`src/include/fbg_pkg.sv`:
```
package fbg_pkg;

  // host register offsets
  localparam logic [3:0] FBG_OFS_TX_HOLD     = 4'h0;
  localparam logic [3:0] FBG_OFS_LINE_CTRL   = 4'h1;
  localparam logic [3:0] FBG_OFS_DIV_LOW     = 4'h2;
  localparam logic [3:0] FBG_OFS_DIV_HIGH    = 4'h3;
  localparam logic [3:0] FBG_OFS_DIV_FRAC    = 4'h4;
  localparam logic [3:0] FBG_OFS_LINE_STATUS = 4'h5;
  localparam logic [3:0] FBG_OFS_MODEM_CTRL  = 4'h6;
  localparam logic [3:0] FBG_OFS_EIGHT_X     = 4'h7;
  localparam logic [3:0] FBG_OFS_FOUR_X      = 4'h8;

  // values after reset, and the mode enable code
  localparam logic [7:0] FBG_RST_DIV_LOW   = 8'h01;
  localparam logic [7:0] FBG_RST_DIV_HIGH  = 8'h00;
  localparam logic [7:0] FBG_RST_DIV_FRAC  = 8'h00;
  localparam logic [7:0] FBG_RST_MODE      = 8'h00;
  localparam logic [7:0] FBG_RST_MODEM     = 8'h00;
  localparam logic [7:0] FBG_RST_LINE_CTRL = 8'h03;
  localparam logic [7:0] FBG_MODE_ON       = 8'hFF;

  // field positions
  localparam int FBG_MCR_PRESC_BIT = 7;
  localparam int FBG_LSR_THRE_BIT  = 5;
  localparam int FBG_LSR_TEMT_BIT  = 6;
  localparam int FBG_LCR_STOP2_BIT = 2;
  localparam int FBG_LCR_PAR_BIT   = 3;
  localparam int FBG_LCR_EVEN_BIT  = 4;
  localparam int FBG_FRAC_W        = 4;

  // cycle counts
  localparam logic [1:0] FBG_PRESC_LAST = 2'h3;
  localparam logic [4:0] FBG_OVS_16     = 5'h10;
  localparam logic [4:0] FBG_OVS_8      = 5'h08;
  localparam logic [4:0] FBG_OVS_4      = 5'h04;

  // transmit storage
  localparam int         FBG_FIFO_DEPTH = 16;
  localparam int         FBG_PTR_W      = 4;
  localparam logic [4:0] FBG_FIFO_FULL  = 5'h10;
  localparam logic [1:0] FBG_BUF_FULL   = 2'h2;

  typedef enum logic [2:0] {
    FBG_TX_IDLE,
    FBG_TX_START,
    FBG_TX_DATA,
    FBG_TX_PARITY,
    FBG_TX_STOP
  } fbg_tx_state_t;

endpackage

```
`src/design/fbg_baud_gen.sv`:
```
`timescale 1ns/1ps
module fbg_baud_gen (
  // clock and reset
  input  wire logic                           mclk,
  input  wire logic                           reset_n,
  // prescaled clock and divisor
  input  wire logic                           prescTick,
  input  wire logic [15:0]                    divInt,
  input  wire logic [fbg_pkg::FBG_FRAC_W-1:0] divFrac,
  // sampling clock pulse
  output logic                                sampleTick
);
  import fbg_pkg::*;

  logic [16:0] cnt_ff;
  logic [16:0] len_ff;
  logic [3:0]  acc_ff;
  logic        tick_ff;
  logic [16:0] effInt;
  logic [4:0]  nxt_acc;
  logic        periodEnd;

  // a zero integer part behaves as one
  assign effInt    = (divInt == 16'h0000) ? 17'h00001 : {1'b0, divInt};
  assign nxt_acc   = {1'b0, acc_ff} + {1'b0, divFrac};
  assign periodEnd = prescTick && (cnt_ff >= len_ff - 17'h00001);

  // count prescaled ticks, reload length only at a period boundary
  always_ff @(posedge mclk) begin
    if (!reset_n) begin
      cnt_ff <= 17'h00000;
      len_ff <= 17'h00001;
      acc_ff <= 4'h0;
    end else if (periodEnd) begin
      cnt_ff <= 17'h00000;
      acc_ff <= nxt_acc[3:0];
      len_ff <= effInt + {16'h0000, nxt_acc[4]};
    end else if (prescTick) begin
      cnt_ff <= cnt_ff + 17'h00001;
    end
  end

  // one-cycle sampling pulse per period
  always_ff @(posedge mclk) begin
    if (!reset_n) begin
      tick_ff <= 1'b0;
    end else begin
      tick_ff <= periodEnd;
    end
  end

  assign sampleTick = tick_ff;

endmodule

```
`src/design/fbg_uart_tx.sv`:
```
`timescale 1ns/1ps
module fbg_uart_tx (
  // clock and reset
  input  wire logic       mclk,
  input  wire logic       reset_n,
  // host register port
  input  wire logic       csN,
  input  wire logic       wrN,
  input  wire logic       rdN,
  input  wire logic [3:0] addr,
  input  wire logic [7:0] wrData,
  output logic      [7:0] rdData,
  // serial line and sampling clock
  output logic            txOut,
  output logic            rxSampleTick
);
  import fbg_pkg::*;

  logic [7:0] divLow_ff;
  logic [7:0] divHigh_ff;
  logic [7:0] divFrac_ff;
  logic [7:0] eightX_ff;
  logic [7:0] fourX_ff;
  logic [7:0] modemCtrl_ff;
  logic [7:0] lineCtrl_ff;
  logic [7:0] rdData_ff;
  logic [1:0] presc_ff;
  logic       hostWr;
  logic       hostRd;
  logic       prescTick;
  logic       sampleTick;
  logic [4:0] ovsRatio;

  logic [7:0]           fifoMem [FBG_FIFO_DEPTH];
  logic [FBG_PTR_W-1:0] wrPtr_ff;
  logic [FBG_PTR_W-1:0] rdPtr_ff;
  logic [4:0]           fifoCnt_ff;
  logic                 fifoPush;
  logic                 fifoPop;

  logic [7:0] buf0_ff;
  logic [7:0] buf1_ff;
  logic [1:0] bufCnt_ff;
  logic       bufInValid;
  logic       bufInReady;
  logic       bufOutValid;
  logic       bufOutReady;

  fbg_tx_state_t state_ff;
  logic [7:0]    shift_ff;
  logic [2:0]    bitCnt_ff;
  logic [4:0]    tickCnt_ff;
  logic          stopCnt_ff;
  logic          parity_ff;
  logic          txOut_ff;
  logic          bitEnd;
  logic [2:0]    lastBit;
  logic          thrEmpty;
  logic          txEmpty;

  // masks unused upper bits for short words and returns the data parity
  function automatic logic dataParity(input logic [7:0] d, input logic [1:0] wl);
    logic [7:0] mask;
    mask = 8'hFF >> (3'h3 - {1'b0, wl});
    return ^(d & mask);
  endfunction

  // host strobes, one access per cycle of strobe
  assign hostWr = !csN && !wrN;
  assign hostRd = !csN && !rdN;

  // divisor and fraction registers
  always_ff @(posedge mclk) begin
    if (!reset_n) begin
      divLow_ff  <= FBG_RST_DIV_LOW;
      divHigh_ff <= FBG_RST_DIV_HIGH;
      divFrac_ff <= FBG_RST_DIV_FRAC;
    end else if (hostWr) begin
      if (addr == FBG_OFS_DIV_LOW) begin
        divLow_ff <= wrData;
      end
      if (addr == FBG_OFS_DIV_HIGH) begin
        divHigh_ff <= wrData;
      end
      if (addr == FBG_OFS_DIV_FRAC) begin
        divFrac_ff <= {4'h0, wrData[FBG_FRAC_W-1:0]};
      end
    end
  end

  // mode, modem control and line control registers
  always_ff @(posedge mclk) begin
    if (!reset_n) begin
      eightX_ff    <= FBG_RST_MODE;
      fourX_ff     <= FBG_RST_MODE;
      modemCtrl_ff <= FBG_RST_MODEM;
      lineCtrl_ff  <= FBG_RST_LINE_CTRL;
    end else if (hostWr) begin
      if (addr == FBG_OFS_EIGHT_X) begin
        eightX_ff <= wrData;
      end
      if (addr == FBG_OFS_FOUR_X) begin
        fourX_ff <= wrData;
      end
      if (addr == FBG_OFS_MODEM_CTRL) begin
        modemCtrl_ff <= wrData;
      end
      if (addr == FBG_OFS_LINE_CTRL) begin
        lineCtrl_ff <= wrData;
      end
    end
  end

  // read data, registered one cycle after the strobe
  always_ff @(posedge mclk) begin
    if (!reset_n) begin
      rdData_ff <= 8'h00;
    end else if (hostRd) begin
      case (addr)
        FBG_OFS_LINE_CTRL:   rdData_ff <= lineCtrl_ff;
        FBG_OFS_DIV_LOW:     rdData_ff <= divLow_ff;
        FBG_OFS_DIV_HIGH:    rdData_ff <= divHigh_ff;
        FBG_OFS_DIV_FRAC:    rdData_ff <= divFrac_ff;
        FBG_OFS_LINE_STATUS: rdData_ff <= {1'b0, txEmpty, thrEmpty, 5'h00};
        FBG_OFS_MODEM_CTRL:  rdData_ff <= modemCtrl_ff;
        FBG_OFS_EIGHT_X:     rdData_ff <= eightX_ff;
        FBG_OFS_FOUR_X:      rdData_ff <= fourX_ff;
        default:             rdData_ff <= 8'h00;
      endcase
    end
  end

  assign rdData = rdData_ff;

  // prescaler on the oscillator clock: every cycle, or every fourth
  always_ff @(posedge mclk) begin
    if (!reset_n) begin
      presc_ff <= 2'h0;
    end else begin
      presc_ff <= presc_ff + 2'h1;
    end
  end

  assign prescTick = modemCtrl_ff[FBG_MCR_PRESC_BIT] ?
                     (presc_ff == FBG_PRESC_LAST) : 1'b1;

  // this channel's own generator, shared by tx and rx
  fbg_baud_gen u_baud_gen (
    .mclk       (mclk),
    .reset_n    (reset_n),
    .prescTick  (prescTick),
    .divInt     ({divHigh_ff, divLow_ff}),
    .divFrac    (divFrac_ff[FBG_FRAC_W-1:0]),
    .sampleTick (sampleTick)
  );

  assign rxSampleTick = sampleTick;

  // sampling ratio; reserved and other codes fall back to 16X
  always_comb begin
    if (eightX_ff == FBG_MODE_ON && fourX_ff == FBG_RST_MODE) begin
      ovsRatio = FBG_OVS_8;
    end else if (fourX_ff == FBG_MODE_ON && eightX_ff == FBG_RST_MODE) begin
      ovsRatio = FBG_OVS_4;
    end else begin
      ovsRatio = FBG_OVS_16;
    end
  end

  // transmit FIFO, writes to a full FIFO are dropped
  assign fifoPush   = hostWr && (addr == FBG_OFS_TX_HOLD) && (fifoCnt_ff != FBG_FIFO_FULL);
  assign bufInValid = (fifoCnt_ff != 5'h00);
  assign fifoPop    = bufInValid && bufInReady;

  always_ff @(posedge mclk) begin
    if (fifoPush) begin
      fifoMem[wrPtr_ff] <= wrData;
    end
  end

  // FIFO pointers and fill level
  always_ff @(posedge mclk) begin
    if (!reset_n) begin
      wrPtr_ff   <= '0;
      rdPtr_ff   <= '0;
      fifoCnt_ff <= 5'h00;
    end else begin
      if (fifoPush) begin
        wrPtr_ff <= wrPtr_ff + 1'b1;
      end
      if (fifoPop) begin
        rdPtr_ff <= rdPtr_ff + 1'b1;
      end
      case ({fifoPush, fifoPop})
        2'b10:   fifoCnt_ff <= fifoCnt_ff + 5'h01;
        2'b01:   fifoCnt_ff <= fifoCnt_ff - 5'h01;
        default: fifoCnt_ff <= fifoCnt_ff;
      endcase
    end
  end

  // two-entry buffer between FIFO head and the shifter
  assign bufInReady  = (bufCnt_ff != FBG_BUF_FULL);
  assign bufOutValid = (bufCnt_ff != 2'h0);
  assign bufOutReady = (state_ff == FBG_TX_IDLE);

  always_ff @(posedge mclk) begin
    if (!reset_n) begin
      buf0_ff   <= 8'h00;
      buf1_ff   <= 8'h00;
      bufCnt_ff <= 2'h0;
    end else begin
      case ({fifoPop, bufOutValid && bufOutReady})
        2'b10: begin
          if (bufCnt_ff == 2'h0) begin
            buf0_ff <= fifoMem[rdPtr_ff];
          end else begin
            buf1_ff <= fifoMem[rdPtr_ff];
          end
          bufCnt_ff <= bufCnt_ff + 2'h1;
        end
        2'b01: begin
          buf0_ff   <= buf1_ff;
          bufCnt_ff <= bufCnt_ff - 2'h1;
        end
        2'b11: begin
          if (bufCnt_ff == 2'h1) begin
            buf0_ff <= fifoMem[rdPtr_ff];
          end else begin
            buf0_ff <= buf1_ff;
            buf1_ff <= fifoMem[rdPtr_ff];
          end
        end
        default: bufCnt_ff <= bufCnt_ff;
      endcase
    end
  end

  // bit timing: a bit ends after ovsRatio sampling pulses
  assign bitEnd  = sampleTick && (tickCnt_ff >= ovsRatio - 5'h01);
  assign lastBit = {1'b0, lineCtrl_ff[1:0]} + 3'h4;     // word length 5..8 minus one

  always_ff @(posedge mclk) begin
    if (!reset_n) begin
      tickCnt_ff <= 5'h00;
    end else if (state_ff == FBG_TX_IDLE || bitEnd) begin
      tickCnt_ff <= 5'h00;
    end else if (sampleTick) begin
      tickCnt_ff <= tickCnt_ff + 5'h01;
    end
  end

  // character framing state machine
  always_ff @(posedge mclk) begin
    if (!reset_n) begin
      state_ff   <= FBG_TX_IDLE;
      shift_ff   <= 8'h00;
      bitCnt_ff  <= 3'h0;
      stopCnt_ff <= 1'b0;
      parity_ff  <= 1'b0;
    end else begin
      case (state_ff)
        FBG_TX_IDLE: begin
          if (bufOutValid) begin
            state_ff  <= FBG_TX_START;
            shift_ff  <= buf0_ff;
            bitCnt_ff <= 3'h0;
            parity_ff <= dataParity(buf0_ff, lineCtrl_ff[1:0]) ^
                         !lineCtrl_ff[FBG_LCR_EVEN_BIT];
          end
        end
        FBG_TX_START: begin
          if (bitEnd) begin
            state_ff <= FBG_TX_DATA;
          end
        end
        FBG_TX_DATA: begin
          if (bitEnd) begin
            shift_ff  <= {1'b0, shift_ff[7:1]};
            bitCnt_ff <= bitCnt_ff + 3'h1;
            if (bitCnt_ff == lastBit) begin
              stopCnt_ff <= 1'b0;
              state_ff   <= lineCtrl_ff[FBG_LCR_PAR_BIT] ? FBG_TX_PARITY : FBG_TX_STOP;
            end
          end
        end
        FBG_TX_PARITY: begin
          if (bitEnd) begin
            state_ff <= FBG_TX_STOP;
          end
        end
        FBG_TX_STOP: begin
          if (bitEnd) begin
            stopCnt_ff <= 1'b1;
            if (stopCnt_ff || !lineCtrl_ff[FBG_LCR_STOP2_BIT]) begin
              state_ff <= FBG_TX_IDLE;
            end
          end
        end
        default: state_ff <= FBG_TX_IDLE;
      endcase
    end
  end

  // serial output, registered, idles high
  always_ff @(posedge mclk) begin
    if (!reset_n) begin
      txOut_ff <= 1'b1;
    end else begin
      case (state_ff)
        FBG_TX_START:  txOut_ff <= 1'b0;
        FBG_TX_DATA:   txOut_ff <= shift_ff[0];
        FBG_TX_PARITY: txOut_ff <= parity_ff;
        default:       txOut_ff <= 1'b1;
      endcase
    end
  end

  assign txOut = txOut_ff;

  // status: holding side empty, and whole transmitter empty
  assign thrEmpty = (fifoCnt_ff == 5'h00) && (bufCnt_ff == 2'h0);
  assign txEmpty  = thrEmpty && (state_ff == FBG_TX_IDLE);

endmodule

```
`config.mk`:
```
export PLATFORM = sky130hd
export DESIGN_NAME = fbg_uart_tx
export DESIGN_NICKNAME = d
export VERILOG_FILES = /design/src/include/fbg_pkg.sv /design/src/design/fbg_baud_gen.sv /design/src/design/fbg_uart_tx.sv
export SDC_FILE = /design/constraint.sdc
export NUM_CORES = 1
export LEC_CHECK = 0
export BUFFER_PORTS_ARGS = -buffer_cell sky130_fd_sc_hd__buf_2
export CORE_MARGIN = 2
export CORE_UTILIZATION = 40
export DETAILED_ROUTE_END_ITERATION = 10
export GPL_TIMING_DRIVEN = 0
export HOLD_SLACK_MARGIN = 0.08
export PLACE_DENSITY = 0.6
export SLEW_MARGIN = 20
export SYNTH_ARGS = -nofsm -noshare
export SYNTH_HDL_FRONTEND = slang
export SYNTH_SLANG_ARGS = --single-unit
```
`constraint.sdc`:
```
create_clock -name mclk -period 7.3 [get_ports mclk]
set_input_delay 0.73 -clock mclk [delete_from_list [all_inputs] [get_ports mclk]]
set_output_delay 0.73 -clock mclk [all_outputs]
set_load 0.02 [all_outputs]
```
# == Word level (Yosys, flattened, before mapping) ==
# Memory sizes are Yosys's and may differ from the RTL's. A register that Yosys moved wholly into a read port is not among the register bits.
# Cells that the tools add are included.
# totals
memories,1
regBits,154
in_bits,17
out_inout_bits,10
ram_bits,128
# memory_table
memory,words,word_bits,rd,rd_ports_with_merged_regs,wr,line,source
fifoMem,16,8,1,1,1,fbg_uart_tx.sv:34,logic [7:0] fifoMem [FBG_FIFO_DEPTH];
# op_classes
bitwise,3
reduce_logical,50
n_eq_ne,34
shifts,1
n_addsub,16
muxes,37
n_lt_le_gt_ge,2
# op_table
cell,n
$pmux W8 S8,1
$mux W8,6
$pmux W8 S2,2
$mux W3,10
$pmux W8 S3,1
$ne A2 B2 Y1 const B,11
$reduce_and A2 Y1,9
$add A17 B1 Y17,1
$add A17 B1 Y17 const B,1
$ge A17 B17 Y1,1
$sub A17 B1 Y17 const B,1
$eq A4 B3 Y1 const B,4
$eq A8 B8 Y1 const B,2
$logic_not A16 Y1,1
$logic_not A8 Y1,2
$mux W16,1
$pmux W3 S5,1
$logic_and A1 B1 Y1,12
$reduce_bool A2 Y1,6
$add A5 B1 Y5 const B,2
$mux W5,2
$pmux W5 S2,1
$sub A5 B1 Y5 const B,2
$add A4 B1 Y4 const B,2
40 further kinds,61

# == Logic depth before layout (Yosys ltp) ==
# depth
word_depth,9
depth_mapped,15

# == Hierarchy ==
# From an unflattened synthesis, not the netlist that was laid out.
# unflattened
hier_cells,1248
hier_area_um2,13609.3
# modules_own_cells
mod,area_per_inst_um2,instances,cells_per_inst,seq_area_each_um2
fbg_uart_tx,10894.2,1,923,6226.0
fbg_baud_gen,2715.1,1,325,780.7

# == Worst setup path before layout ==
# Ideal clock, no wire load.
# synth_path
kind,flip-flop to flip-flop
startpoint,register u_baud_gen.len_ff[2]
endpoint,register u_baud_gen.cnt_ff[3]
t_arrival_ps,3099
setup_time_ps,71
stages_incl_launch_ff,13
n_path_buf,0
path_slack_ps,4130
path_cell_list,dfxtp_1 > nor4_1 > nand2_1 > or3_1 > nor4_2 > xnor2_1 > ha_1 > a211oi_2 > o41ai_2 > a221oi_2 > nand3_1 > or4_1 > a21oi_1
# synth_between
elab_chain_len,4
# synth_lines
item,line,source
"start, declared",fbg_baud_gen.sv:16,logic [16:0] len_ff;
"start signal, assigned",fbg_baud_gen.sv:37,"len_ff <= effInt + {16'h0000, nxt_acc[4]};"
$sub A17 B1 Y17,fbg_baud_gen.sv:26,assign periodEnd = prescTick && (cnt_ff >= len_ff - 17'h00001);
$ge A17 B17 Y1,fbg_baud_gen.sv:26,
$logic_and A1 B1 Y1,fbg_baud_gen.sv:26,
$reduce_or A2 Y1 (no source line),n/a,
"end signal, assigned",fbg_baud_gen.sv:39,cnt_ff <= cnt_ff + 17'h00001;
"end, declared",fbg_baud_gen.sv:15,logic [16:0] cnt_ff;
# No other way between the ends.
# A chain may end at the register's enable or synchronous reset.

# == Worst setup path in the final report ==
# layout_path
startpoint,register u_baud_gen.len_ff[2]
endpoint,register u_baud_gen.cnt_ff[14]
# Same word-level chain as after synthesis.

==> impl_results.md <==
- Total gr overflow: 0
- DR iter-0 viols: 752
- Largest net degree at the start of global routing: 24
- IO Pins: 27
- Synth warn: 0
- Tcrit/Tclk final: between 50% and 60%
- TritonCTS Buffers: 31
- Worst path bufs/invs: 1
- Width of the die: between 150 and 200 um
- Reg clk slew, reported paths: 0.06 ns
- RePlAce Congestion: a little under 0.9
- RSZ-0062 raised after global routing: false
- CTS tree: done
- Max-cap violations: 0
- CP Class: reg2reg
- Synth area leader: edfxtp_1
- GRT Util Overall: 18.9%
- Fmax: between 200 and 300 MHz
- Fin util: between 40% and 50%
- Most frequent cells after synthesis: 158 x dfxtp_1, 128 x edfxtp_1, 120 x nand2_1, 111 x nor2_1, 84 x a21oi_1
- Endpoints failing hold: 0
- Setup Viol. Count Final: 0
- Antenna violations before repair: 0
- Clock skew: 0.0296 ns
- Top post-synthesis cells by area: edfxtp_1 29%, dfxtp_1 24%, mux4_2 5.5%
- First-pass GRT wire length: 50.7 mm
- ANT nets after route: 0
- CP Capture Type: register
- Pin slew with the least headroom to its limit: approximately 1 ns
- Initial DRT Pass Iterations: 8
- Yosys reg bits: roughly 290
- Post-synth top area share: between 20% and 30%
- Post-synthesis net count: 1257
- Post-CTS Setup Bufs: 0
- Most common cell in the synthesized netlist: dfxtp_1
- Number of port buffers: 25
- Core area: approximately 32000 um^2
- Area grow syn2layout: 12.9%
- Antenna diodes: 0
- Syn Area/Cell: 11.0 um^2
- Top FF cell, synth: dfxtp_1
- NumNets Final: 1315
- Min-Delay Path Class: reg2reg
- Post-DP HPWL: roughly 22 mm
- LEAKAGE: 0.00505 uW
- FF+latch area: between 7000 and 8000 um^2
- Cell area after layout: between 10000 and 15000 um^2
- PwrDens: approximately 320 nW/um^2
- Clock Sinks: roughly 290
- Syn Inst Count: around 1200
- Sequential share of the synthesized area: around 53%
- Pre-CTS setup slack: between 3 and 4 ns
- Share of cells above drive strength 1: approximately an eighth
- Outcome: completed
- Htree depth: 1
- Slew headroom: about a third
- EDFF count, synth: 128
- Vias in the first global route: roughly 9100
- Tmin final: about 3.8 ns
- Clock root buffer master: clkbuf_16
- Initial Utilization: 40.5%
- Vias/cell: ~5.4
- Number of hold buffers added after CTS: 0
- Critical Path AT: 4.30 ns
- Die H: 185 um
- Fin Setup TNS: 0 ns
- Biggest register: fifoMem
- Biggest regs: fifoMem: 128 flops, u_baud_gen.cnt_ff: 17 flops, u_baud_gen.len_ff: 17 flops
- Filler cells: roughly 3000
- Row count: 66
- Via count: around 9000
- GRT met1 Usage: 26.7%
- Routing usage on met2: 31.0%
- Kind of cell adding the most delay to the critical path: simple AND/OR/NAND/NOR gates
- Detailed-route DRC error count: 0
- Synthesized area: 13100 um^2
- Cell Chain, Critical Path: nor4_1, nand2_1, nor3_1, xnor2_1, ha_1, nand4_1, o41ai_2, a221oi_2, a31oi_2, nand2b_1, buf_2, nor2_1
- Distinct cells, synth: 66
- Worst-Skew Late Latency: 0.57 ns
- Slowest CP cell: nor4_1
- Worst EP required: just under 8 ns
- Area occupied by multi-input gates: about 5800 um^2
- GR met3 Demand/Resource: approximately 2.2%
- Die footprint: roughly 34000 um^2
- CP max stage delay: approximately 0.50 ns
- Area after DPL: about 14000 um^2
- Post_cts resized: 0
- Gr busiest metal: met2
- DR WL/cell: 18.3 um
- Final WL: 31.3 mm
- Clock Path Buffers: 3
- Worst-path fanout max: 10
- Crit path launch type: register
- FFs w/ async S/R, synth: 0%
- Final WS setup: between 3 and 4 ns
- Slew Viols, Final: 0
- Worst VDD drop: 0.209 mV
- Max reg flops: approximately 130
==> path summary, 6_finish.rpt <==
kind / slack (ns) / depth (start not counted) / start / end
max: 3.46 / 12 / u_baud_gen.len_ff[2]$_SDFFE_PN0P_ / u_baud_gen.cnt_ff[14]$_SDFFE_PP0P_
max reg2reg: 3.46 / 12 / u_baud_gen.len_ff[2]$_SDFFE_PN0P_ / u_baud_gen.cnt_ff[14]$_SDFFE_PP0P_
min reg2reg: 0.42 / 1 / presc_ff[0]$_SDFF_PN0_ / presc_ff[0]$_SDFF_PN0_
min: 0.42 / 1 / presc_ff[0]$_SDFF_PN0_ / presc_ff[0]$_SDFF_PN0_
==> layer usage <==
| layer | vias to the layer above | part of all wire [%] | routed length, um |
|---|---|---|---|
| met5 | - | 0 | 0 |
| met4 | 0 | 2.1 | 673 |
| met2 | 221 | 47 | 14800 |
| met3 | 53 | 4.7 | 1460 |
| li1 | 4513 | - | - |
| met1 | 4453 | 46 | 14400 |
==> logic make-up after synthesis <==
kind of cell             synth area share (%)
multiplexers                             8.55
AO/OA/AOI/OAI                            11.1
AND/OR/NAND/NOR                          14.9
buffers and inverters                    2.66
flip-flops                               53.4
other                                  0.0286
XOR/XNOR                                 4.67
adder cells (fa/ha/maj)                  4.69
==> report_power, final <==
part           internal, uW  total [uW]  leakage [uW]  switching (uW)
combinational           582        1370       0.00213             792
sequential             1780        1870       0.00243            86.2
clock                   901        1530      0.000481             624
==> through the flow <==
step	hold slack (ns)	power [uW]	cells
finish	0.422	4770	1717
global route	0.432	5060	1717
CTS	0.423	4810	1717
detailed placement	0.414	3280	1659
global placement	0.407	3260	1659
floorplan	0.399	2950	1192
==> final cells by class <==
cell class / count / area share (%)
Tap cell: 442 / 3.73
Clock inverter: 12 / 0.769
Sequential cell: 286 / 47.3
Clock buffer: 46 / 5.96
Buffer: 66 / 1.85
Timing Repair Buffer: 25 / 0.845
Multi-Input combinational cell: 820 / 39.0
Inverter: 20 / 0.507
==> layout by cell type, fill, tap and decap left out, types with 7 or more instances in the layout <==
cell type  instances
o21ai_0           35
clkbuf_1          53
buf_2             37
o311a_1            7
nand4_1           21
nor2_1           111
a22oi_1            9
a222oi_1           8
mux2_2            16
a31oi_1           10
mux2i_1           22
nor2b_1            8
inv_1             20
nor4_1             9
nand3_1           76
mux4_2            32
a22o_1             8
nand2_1          120
and2_1            10
edfxtp_1         128
nand2b_1          11
ha_1              46
nor3_1            14
a21oi_1           84
xnor2_1           34
a211oi_2          13
xor2_1            36
clkbuf_16         31
dfxtp_1          158
buf_1              8
(Power assumes the default switching activity.)
